File: src/two_wire_master_map.svh
// offsets, field positions, reset values and timing counts
`ifndef TWO_WIRE_MASTER_MAP_SVH
`define TWO_WIRE_MASTER_MAP_SVH

// ----------------------------------------------------------------
// register byte offsets
// ----------------------------------------------------------------
`define OFS_BUS_CONTROL 4'h0
`define OFS_BUS_STATUS 4'h4
`define OFS_SHIFT_DATA 4'h8

// ----------------------------------------------------------------
// control register field positions
// ----------------------------------------------------------------
`define CTL_FLAG 7
`define CTL_ACK_ENABLE 6
`define CTL_START 5
`define CTL_STOP 4
`define CTL_WCOL 3
`define CTL_ENABLE 2
`define CTL_INT_ENABLE 0

// ----------------------------------------------------------------
// reset values
// ----------------------------------------------------------------
`define CTL_RESET 8'h00
`define DATA_RESET 8'hff
`define STATUS_RESET 8'hf8

// ----------------------------------------------------------------
// status codes, prescaler bits zero
// ----------------------------------------------------------------
`define ST_START 8'h08
`define ST_RESTART 8'h10
`define ST_ADDR_W_ACK 8'h18
`define ST_ADDR_W_NACK 8'h20
`define ST_DATA_ACK 8'h28
`define ST_DATA_NACK 8'h30
`define ST_ARB_LOST 8'h38
`define ST_ADDR_R_ACK 8'h40
`define ST_ADDR_R_NACK 8'h48
`define ST_IDLE 8'hf8

// ----------------------------------------------------------------
// timing
// ----------------------------------------------------------------
`define CLK_PERIOD_NS 40
`define BIT_TIME_NS 10000
`define QUARTER_CYCLES (`BIT_TIME_NS / 4 / `CLK_PERIOD_NS)

`endif

File: src/two_wire_master_pkg.sv
// types shared by the two-wire master transmitter
package two_wire_master_pkg;

  // ----------------------------------------------------------------
  // engine states
  // ----------------------------------------------------------------
  typedef enum logic [6:0] {
    S_IDLE    = 7'b0000001,
    S_WAIT    = 7'b0000010,
    S_START   = 7'b0000100,
    S_RESTART = 7'b0001000,
    S_BIT     = 7'b0010000,
    S_HOLD    = 7'b0100000,
    S_STOP    = 7'b1000000
  } engine_state_e;

  // ----------------------------------------------------------------
  // control register contents
  // ----------------------------------------------------------------
  typedef struct packed {
    logic flag;
    logic ack_enable;
    logic start_request;
    logic stop_request;
    logic write_collision;
    logic enable;
    logic interrupt_enable;
  } bus_control_s;

endpackage : two_wire_master_pkg

File: src/two_wire_master_transmitter.sv
// two-wire bus master transmitter with avalon-mm register access
//
// Operation
// software starts: flag, start, enable set
// writing one clears flag; zero keeps it
// start only once bus is free
// after start: flag set, status 0x08
// software loads address byte, clears flag
// address sent: flag set, 0x18/0x20/0x38
// 0x18/0x20 address, 0x28/0x30 data ack/nack
// software sends data byte per flag clear
// data write with flag low: ignored, collision
// load and clear in ack states sends byte
// stop request: send stop, self-clear bit
// start request: repeated start, bus kept
// both requests: stop, then start, clear stop
// repeated start gives 0x10; read bit switches
// arbitration loss: 0x38, release on clear
// 0x38 with start: wait free, start
// transfer suspended while flag set
// status low bits read zero
// address read bit selects receive mode
// control bit order flag down to int enable
`timescale 1ns/1ps
`include "two_wire_master_map.svh"

module two_wire_master_transmitter #(
  parameter int QUARTER = `QUARTER_CYCLES
) (
  // clock and reset
  input wire logic clock_i,
  input wire logic rst_b_i,
  // avalon-mm slave
  input wire logic [3:0] avs_address_i,
  input wire logic avs_read_i,
  input wire logic avs_write_i,
  input wire logic [31:0] avs_writedata_i,
  input wire logic [3:0] avs_byteenable_i,
  output logic [31:0] avs_readdata_o,
  output logic avs_waitrequest_o,
  // two-wire bus, open drain
  input wire logic scl_i,
  output logic scl_o,
  output logic scl_oe_o,
  input wire logic sda_i,
  output logic sda_o,
  output logic sda_oe_o
);
  import two_wire_master_pkg::*;

  // ----------------------------------------------------------------
  // pin synchronisers
  // ----------------------------------------------------------------
  logic [1:0] scl_sync_reg;
  logic [1:0] sda_sync_reg;
  logic sda_prev_reg;
  logic busy_reg;
  wire scl_s = scl_sync_reg[1];
  wire sda_s = sda_sync_reg[1];

  always_ff @(posedge clock_i or negedge rst_b_i) begin
    if (!rst_b_i) begin
      scl_sync_reg <= 2'h3;
      sda_sync_reg <= 2'h3;
      sda_prev_reg <= 1'b1;
    end else begin
      scl_sync_reg <= {scl_sync_reg[0], scl_i};
      sda_sync_reg <= {sda_sync_reg[0], sda_i};
      sda_prev_reg <= sda_s;
    end
  end

  // busy tracks start/stop seen on the wire, ours or another master's
  wire start_seen = scl_s & sda_prev_reg & ~sda_s;
  wire stop_seen = scl_s & ~sda_prev_reg & sda_s;

  always_ff @(posedge clock_i or negedge rst_b_i) begin
    if (!rst_b_i) busy_reg <= 1'b0;
    else if (start_seen) busy_reg <= 1'b1;
    else if (stop_seen) busy_reg <= 1'b0;
  end

  // ----------------------------------------------------------------
  // quarter-bit enable
  // ----------------------------------------------------------------
  logic [15:0] div_reg;
  wire tick = (div_reg == 16'(QUARTER - 1));

  always_ff @(posedge clock_i or negedge rst_b_i) begin
    if (!rst_b_i) div_reg <= 16'h0000;
    else if (tick) div_reg <= 16'h0000;
    else div_reg <= div_reg + 16'h0001;
  end

  // ----------------------------------------------------------------
  // avalon-mm slave: one wait cycle per access
  // ----------------------------------------------------------------
  logic ack_reg;
  logic [31:0] readdata_reg;
  wire access = avs_read_i | avs_write_i;
  wire sel_ctl = (avs_address_i == `OFS_BUS_CONTROL);
  wire sel_status = (avs_address_i == `OFS_BUS_STATUS);
  wire sel_data = (avs_address_i == `OFS_SHIFT_DATA);
  wire wr_lane = avs_write_i & ack_reg & avs_byteenable_i[0];
  wire ctl_wr = wr_lane & sel_ctl;
  wire data_wr = wr_lane & sel_data;

  assign avs_waitrequest_o = access & ~ack_reg;
  assign avs_readdata_o = readdata_reg;

  // ----------------------------------------------------------------
  // registers
  // ----------------------------------------------------------------
  bus_control_s ctl_reg;
  logic [7:0] shift_data_reg;
  logic [7:0] bus_status_reg;
  logic hw_set;
  logic stop_clr;
  logic [7:0] status_next;

  wire [7:0] ctl_rd = {ctl_reg.flag, ctl_reg.ack_enable,
                       ctl_reg.start_request, ctl_reg.stop_request,
                       ctl_reg.write_collision, ctl_reg.enable, 1'b0,
                       ctl_reg.interrupt_enable};
  wire flag_clr = ctl_wr & avs_writedata_i[`CTL_FLAG];
  wire resume = flag_clr & ctl_reg.flag;
  wire data_ok = data_wr & ctl_reg.flag;
  wire data_collide = data_wr & ~ctl_reg.flag;
  wire wr_start = avs_writedata_i[`CTL_START];
  wire wr_stop = avs_writedata_i[`CTL_STOP];

  wire [7:0] rd_sel = sel_ctl ? ctl_rd :
                      sel_status ? bus_status_reg :
                      sel_data ? shift_data_reg : 8'h00;

  always_ff @(posedge clock_i or negedge rst_b_i) begin
    if (!rst_b_i) begin
      ack_reg <= 1'b0;
      readdata_reg <= 32'h00000000;
    end else begin
      ack_reg <= access & ~ack_reg;
      if (avs_read_i & ~ack_reg) readdata_reg <= {24'h000000, rd_sel};
    end
  end

  always_ff @(posedge clock_i or negedge rst_b_i) begin
    if (!rst_b_i) begin
      ctl_reg <= bus_control_s'(7'h00);
    end else begin
      if (ctl_wr) begin
        ctl_reg.ack_enable <= avs_writedata_i[`CTL_ACK_ENABLE];
        ctl_reg.start_request <= wr_start;
        ctl_reg.stop_request <= wr_stop;
        ctl_reg.enable <= avs_writedata_i[`CTL_ENABLE];
        ctl_reg.interrupt_enable <= avs_writedata_i[`CTL_INT_ENABLE];
      end
      if (stop_clr) ctl_reg.stop_request <= 1'b0;
      // hardware set wins over a simultaneous software clear
      if (hw_set) ctl_reg.flag <= 1'b1;
      else if (flag_clr) ctl_reg.flag <= 1'b0;
      if (data_collide) ctl_reg.write_collision <= 1'b1;
      else if (data_ok) ctl_reg.write_collision <= 1'b0;
    end
  end

  always_ff @(posedge clock_i or negedge rst_b_i) begin
    if (!rst_b_i) begin
      shift_data_reg <= `DATA_RESET;
      bus_status_reg <= `STATUS_RESET;
    end else begin
      if (data_ok) shift_data_reg <= avs_writedata_i[7:0];
      bus_status_reg <= status_next;
    end
  end

  // ----------------------------------------------------------------
  // bus engine
  // ----------------------------------------------------------------
  engine_state_e state_reg, state_next;
  logic [1:0] phase_reg, phase_next;
  logic [3:0] bit_reg, bit_next;
  logic scl_drv_reg, scl_drv_next;
  logic sda_drv_reg, sda_drv_next;
  logic addr_reg, addr_next;
  logic read_mode_reg, read_mode_next;
  logic lost_reg, lost_next;
  logic rs_reg, rs_next;
  logic acked_reg, acked_next;

  wire last_bit = (bit_reg == 4'h8);
  wire [2:0] bit_idx = 3'h7 - bit_reg[2:0];
  wire tx_bit = last_bit | shift_data_reg[bit_idx];
  // clock stretching: the high phase waits until scl reads high
  wire stall = (phase_reg == 2'h2) & ~scl_s;
  wire step = tick & ~stall;
  wire [7:0] ack_code = addr_reg ?
    (shift_data_reg[0] ?
      (acked_reg ? `ST_ADDR_R_ACK : `ST_ADDR_R_NACK) :
      (acked_reg ? `ST_ADDR_W_ACK : `ST_ADDR_W_NACK)) :
    (acked_reg ? `ST_DATA_ACK : `ST_DATA_NACK);

  always_comb begin
    state_next = state_reg;
    phase_next = phase_reg;
    bit_next = bit_reg;
    scl_drv_next = scl_drv_reg;
    sda_drv_next = sda_drv_reg;
    addr_next = addr_reg;
    read_mode_next = read_mode_reg;
    lost_next = lost_reg;
    rs_next = rs_reg;
    acked_next = acked_reg;
    status_next = bus_status_reg;
    hw_set = 1'b0;
    stop_clr = 1'b0;
    case (state_reg)
      S_IDLE: begin
        scl_drv_next = 1'b0;
        sda_drv_next = 1'b0;
        lost_next = 1'b0;
        read_mode_next = 1'b0;
        rs_next = 1'b0;
        status_next = `ST_IDLE;
        if (ctl_reg.enable & ctl_reg.start_request & ~ctl_reg.flag)
          state_next = S_WAIT;
      end
      S_WAIT: begin
        if (!ctl_reg.enable) begin
          state_next = S_IDLE;
        end else if (!busy_reg && scl_s && sda_s && tick) begin
          state_next = S_START;
          phase_next = 2'h0;
        end
      end
      S_START: begin
        if (tick) begin
          phase_next = phase_reg + 2'h1;
          if (phase_reg == 2'h0) sda_drv_next = 1'b1;
          if (phase_reg == 2'h2) scl_drv_next = 1'b1;
          if (phase_reg == 2'h3) begin
            status_next = rs_reg ? `ST_RESTART : `ST_START;
            hw_set = 1'b1;
            addr_next = 1'b1;
            read_mode_next = 1'b0;
            state_next = S_HOLD;
          end
        end
      end
      S_RESTART: begin
        // bus kept: sda, then scl released, then a normal start
        if (step) begin
          phase_next = phase_reg + 2'h1;
          if (phase_reg == 2'h0) sda_drv_next = 1'b0;
          if (phase_reg == 2'h1) scl_drv_next = 1'b0;
          if (phase_reg == 2'h2) begin
            rs_next = 1'b1;
            phase_next = 2'h0;
            state_next = S_START;
          end
        end
      end
      S_BIT: begin
        // sda moves a quarter before scl rises, never with it
        if (step) begin
          phase_next = phase_reg + 2'h1;
          if (phase_reg == 2'h0) sda_drv_next = ~tx_bit;
          if (phase_reg == 2'h1) scl_drv_next = 1'b0;
          if (phase_reg == 2'h2) begin
            acked_next = ~sda_s;
            if (!last_bit && tx_bit && !sda_s) begin
              // another master pulled sda low: back off at once
              scl_drv_next = 1'b0;
              sda_drv_next = 1'b0;
              lost_next = 1'b1;
              status_next = `ST_ARB_LOST;
              hw_set = 1'b1;
              state_next = S_HOLD;
            end
          end
          if (phase_reg == 2'h3) begin
            scl_drv_next = 1'b1;
            if (last_bit) begin
              status_next = ack_code;
              hw_set = 1'b1;
              if (addr_reg) read_mode_next = shift_data_reg[0];
              addr_next = 1'b0;
              state_next = S_HOLD;
            end else begin
              bit_next = bit_reg + 4'h1;
            end
          end
        end
      end
      S_HOLD: begin
        // scl stays low while software owns the flag, except after arbitration loss, which has released it
        if (!ctl_reg.enable) begin
          state_next = S_IDLE;
        end else if (resume) begin
          phase_next = 2'h0;
          rs_next = 1'b0;
          if (lost_reg) begin
            state_next = S_IDLE;
          end else if (wr_stop) begin
            state_next = S_STOP;
          end else if (wr_start) begin
            state_next = S_RESTART;
          end else if (!read_mode_reg) begin
            bit_next = 4'h0;
            state_next = S_BIT;
          end
        end
      end
      S_STOP: begin
        // sda low under low scl, scl up, then sda up is the stop
        if (step) begin
          phase_next = phase_reg + 2'h1;
          if (phase_reg == 2'h0) sda_drv_next = 1'b1;
          if (phase_reg == 2'h1) scl_drv_next = 1'b0;
          if (phase_reg == 2'h2) sda_drv_next = 1'b0;
          if (phase_reg == 2'h3) begin
            stop_clr = 1'b1;
            state_next = S_IDLE;
          end
        end
      end
      default: begin
        state_next = S_IDLE;
      end
    endcase
  end

  always_ff @(posedge clock_i or negedge rst_b_i) begin
    if (!rst_b_i) begin
      state_reg <= S_IDLE;
      phase_reg <= 2'h0;
      bit_reg <= 4'h0;
      scl_drv_reg <= 1'b0;
      sda_drv_reg <= 1'b0;
      addr_reg <= 1'b0;
      read_mode_reg <= 1'b0;
      lost_reg <= 1'b0;
      rs_reg <= 1'b0;
      acked_reg <= 1'b0;
    end else begin
      state_reg <= state_next;
      phase_reg <= phase_next;
      bit_reg <= bit_next;
      scl_drv_reg <= scl_drv_next;
      sda_drv_reg <= sda_drv_next;
      addr_reg <= addr_next;
      read_mode_reg <= read_mode_next;
      lost_reg <= lost_next;
      rs_reg <= rs_next;
      acked_reg <= acked_next;
    end
  end

  // ----------------------------------------------------------------
  // open-drain pins: only ever pull low
  // ----------------------------------------------------------------
  assign scl_o = 1'b0;
  assign sda_o = 1'b0;
  assign scl_oe_o = scl_drv_reg;
  assign sda_oe_o = sda_drv_reg;

endmodule : two_wire_master_transmitter

File: config.mk
export PLATFORM = sky130hd
export DESIGN_NAME = two_wire_master_transmitter
export DESIGN_NICKNAME = d
export VERILOG_FILES = /design/src/two_wire_master_pkg.sv /design/src/two_wire_master_transmitter.sv
export VERILOG_INCLUDE_DIRS = /design/src /design/src/src
export SDC_FILE = /design/constraint.sdc
export NUM_CORES = 1
export LEC_CHECK = 0
export BUFFER_PORTS_ARGS = -buffer_cell sky130_fd_sc_hd__buf_2
export CORE_UTILIZATION = 49
export CTS_CLUSTER_DIAMETER = 40
export DETAILED_ROUTE_END_ITERATION = 10
export GPL_TIMING_DRIVEN = 0
export PLACE_DENSITY = 0.72
export SYNTH_ARGS = -nofsm -noshare
export SYNTH_HDL_FRONTEND = slang
export SYNTH_SLANG_ARGS = --single-unit
File: constraint.sdc
create_clock -name clock_i -period 4.3 [get_ports clock_i]
set_input_delay 0.215 -clock clock_i [delete_from_list [all_inputs] [get_ports clock_i]]
set_output_delay 0.215 -clock clock_i [all_outputs]
set_load 0.01 [all_outputs]
==> summary.txt <==
Hold path
  • Worst min-delay path class: input pin to async pin

Setup path
  • WP data required: about 4600 ps
  • Worst flop-to-flop path startpoint: bit_reg[0]$_DFFE_PN0P_
  • Critical path class: flip-flop to flip-flop
  • R2r setup slk: 1510 ps
  • Reg2Reg Depth: 9
  • CP Data Arrival Time: 3090 ps
  • Critical path endpoint category: flip-flop
  • Largest fanout on the critical path: 6
  • Critical Path Source Type: flip-flop
  • R2r endpoint: bus_status_reg[4]$_DFFE_PN1P_

Timing
  • Final setup TNS: 0 ps
  • Worst rel slew slack: 0.3964
  • Period utilisation layout: 0.6496
  • Hold Slack: -20.78 ps
  • Worst Tran Pin Value: just over 900 ps
  • Hold Vio Cnt, Final: 9
  • Setup violations, final: 0
  • Fin crit period: 2793 ps
  • Slew Limit Fails: 0
  • Fmax: 358.0 MHz
  • RSZ-0062 raised after global routing: no
  • Clock skew: 10.44 ps

Synth
  • Asr flop ratio synth: 1.000
  • Top FF cell, synth: dfrtp_1
  • Synth warn: 0
  • Main area contributors after synthesis: dfrtp_1 (31%), dfstp_2 (11%), buf_4 (4.8%), nand2_1 (4.3%), o21ai_0 (4.2%)
  • Netlist Area Pre-Place: around 4400 sq um
  • Most common cell in the netlist: dfrtp_1
  • Yosys cell types: 60
  • Post-synth top cells: dfrtp_1 (55), nand2_1 (50), o21ai_0 (37)
  • Cell taking the most area after synthesis: dfrtp_1
  • Post-synthesis sequential element count: 74
  • Sequential area share after synthesis: 0.4280
  • Post-synth EDFFs: 0
  • Yosys top cell area share: 0.3141
  • Post-Syn Area per Cell: 9.383 sq um
  • Syn Inst Count: 467

Cells and area
  • Share of cells above drive strength 1: 0.2123
  • N_diodes: 0
  • Final std cells w/o fill: ~650
  • Post-layout instance area: 4971 sq um
  • Max reg flops: 16
  • Area Overhead vs Synth: 13.45%
  • Fin nets: 590

Clock network
  • TritonCTS clock tree: built
  • Post-CTS sizing: 0
  • CTS Sinks: 74
  • CTS Buf Count: 9
  • Worst skew pair latency: 350 ps
  • Max Buffers Root-to-Sink: 2
  • Clk root buf: clkbuf_8
  • H-tree lvl count: 3
  • Clock slew at reported path FFs: 90 ps

Detailed routing
  • Number of DRC markers in iteration 0: 266
  • # DRC: 0
  • Final wirelength: 9.846 mm
  • Detailed-route wire length per cell: 15.27 um
  • Via/cell ratio: roughly 5.4
  • DRT antenna net count: 0
  • DR pass1 iterations: 5
  • DR vias: 3513

Die
  • I/O Pins: 83
  • Core area: 8678 sq um
  • Die height: ~97 um
  • Die Width: 96.57 um
  • # rows: 34
  • Initial Util: 0.5049
  • Die area: 9325 sq um

Global routing
  • Global route total overflow: 0
  • Total track usage: 0.2299
  • Vias in the first global route: 3311
  • First-pass GRT wire length: 16.24 mm
  • Pin count of the biggest net entering global routing: 75
  • Initial antenna violation count: 0

Run
  • Number of max-cap violations: 0

Status
  • Status: complete, but fails checks
  • Failing checks: hold timing

Pwr
  • Pwr per Cell Area: roughly 340 nW/um^2
  • Max VDD drop: 0.0001875 V
  • Leakage: between 2 and 2.5 nW

Place
  • Placed cell count: 627
  • Hpwl dp: 7.258 mm
  • GPL Wtd Cong: 0.8863
  • Placed cell area: 4748 sq um
  • IO Port Bufs: 27
## per-layer routing
| layer | global-route usage | wire length (um) |
|---|---|---|
| met2 | 0.3550 | 4406 |
| met4 | 0.1005 | 323 |
| met3 | 0.03991 | 489 |
| met5 | 0 | 0 |
| met1 | 0.3162 | 4626 |
## placed cells by master, fill, tap and decap left out, types with 4 or more instances in the layout
cell / count
xor2_1: 10
dfrtp_1: 55
or3_1: 5
o21ai_0: 37
o31ai_1: 4
mux2_2: 7
nor2_1: 33
buf_4: 29
clkbuf_1: 12
inv_1: 15
a31oi_1: 4
a22o_1: 9
nor2b_1: 7
xnor2_1: 9
conb_1: 26
buf_2: 31
mux2i_1: 15
nand3b_1: 5
dfstp_2: 19
ha_1: 12
nor4_1: 5
and3_1: 14
nand3_1: 19
clkbuf_8: 9
nor3_1: 6
a21oi_1: 18
nand2_1: 50
nor4b_1: 4
## how the worst max path moves through the flow
stage	startpoint	cells after the start	slack, ps	to
after floorplan	state_reg[0]$_DFFE_PN1P_	9	2060	state_reg[0]$_DFFE_PN1P_
after global placement	bit_reg[0]$_DFFE_PN0P_	9	1620	bus_status_reg[4]$_DFFE_PN1P_
after detailed placement	bit_reg[0]$_DFFE_PN0P_	9	1570	bus_status_reg[4]$_DFFE_PN1P_
after CTS	bit_reg[0]$_DFFE_PN0P_	9	1550	bus_status_reg[4]$_DFFE_PN1P_
after global routing	bit_reg[0]$_DFFE_PN0P_	9	1300	bus_status_reg[4]$_DFFE_PN1P_
final	bit_reg[0]$_DFFE_PN0P_	9	1510	bus_status_reg[4]$_DFFE_PN1P_
## logic make-up after synthesis
| kind of cell | after synthesis | share of synthesized area |
|---|---|---|
| AOI/OAI and AO/OA | 104 | 0.1553 |
| xor gates and xnor gates | 19 | 0.03798 |
| adders and majority gates | 12 | 0.03427 |
| buffers and inverters | 64 | 0.08538 |
| DFF | 74 | 0.4280 |
| muxes | 22 | 0.05226 |
| other | 1 | 0.0008558 |
| and+or+nand+nor | 171 | 0.2059 |
## worst max-delay path, stage by stage (launching register included)
cell      delay (ps)
dfrtp_1          360
clkbuf_1         290
inv_1            110
ha_1             210
and3b_1          250
nor3_1           450
a41oi_2          310
nor3_1           320
o21a_1           290
o22a_1           160
## per-stage QoR
stage | utilization | hold WS (ps) | setup WS [ps] | power, W
after floorplan | - | -80.59 | 2063 | 0.001059
after global placement | 0.5469 | 319.6 | 1615 | 0.001158
after detailed placement | 0.5471 | 321.1 | 1572 | 0.001163
after CTS | 0.5728 | 20.08 | 1553 | 0.001720
after global routing | 0.5728 | 40.32 | 1297 | 0.001803
final | 0.5728 | -20.78 | 1507 | 0.001714
## report_power, final
part	internal, W	switching (W)	leakage (nW)
Sequential	0.000747	0.0000224	0.926
Combinational	0.000155	0.000235	1.40
Clock	0.000273	0.000283	0.0973
## final cells by class
| type | instances | area, sq um |
|---|---|---|
| Fill cell | 801 | 3707 |
| Multi-Input combinational cell | 354 | 2226 |
| Sequential cell | 74 | 1876 |
| Buffer | 49 | 317.8 |
| Timing Repair Buffer | 29 | 157.7 |
| Tap cell | 108 | 135.1 |
| Clock buffer | 9 | 123.9 |
| Clock inverter | 7 | 78.83 |
| Inverter | 15 | 56.30 |
## what timing repair did
action / CTS / global route
buffers inserted: 0 / 0
hold endpoints to repair: 2 / 0
hold buffers: 2 / 0
(Power assumes the default switching activity.)
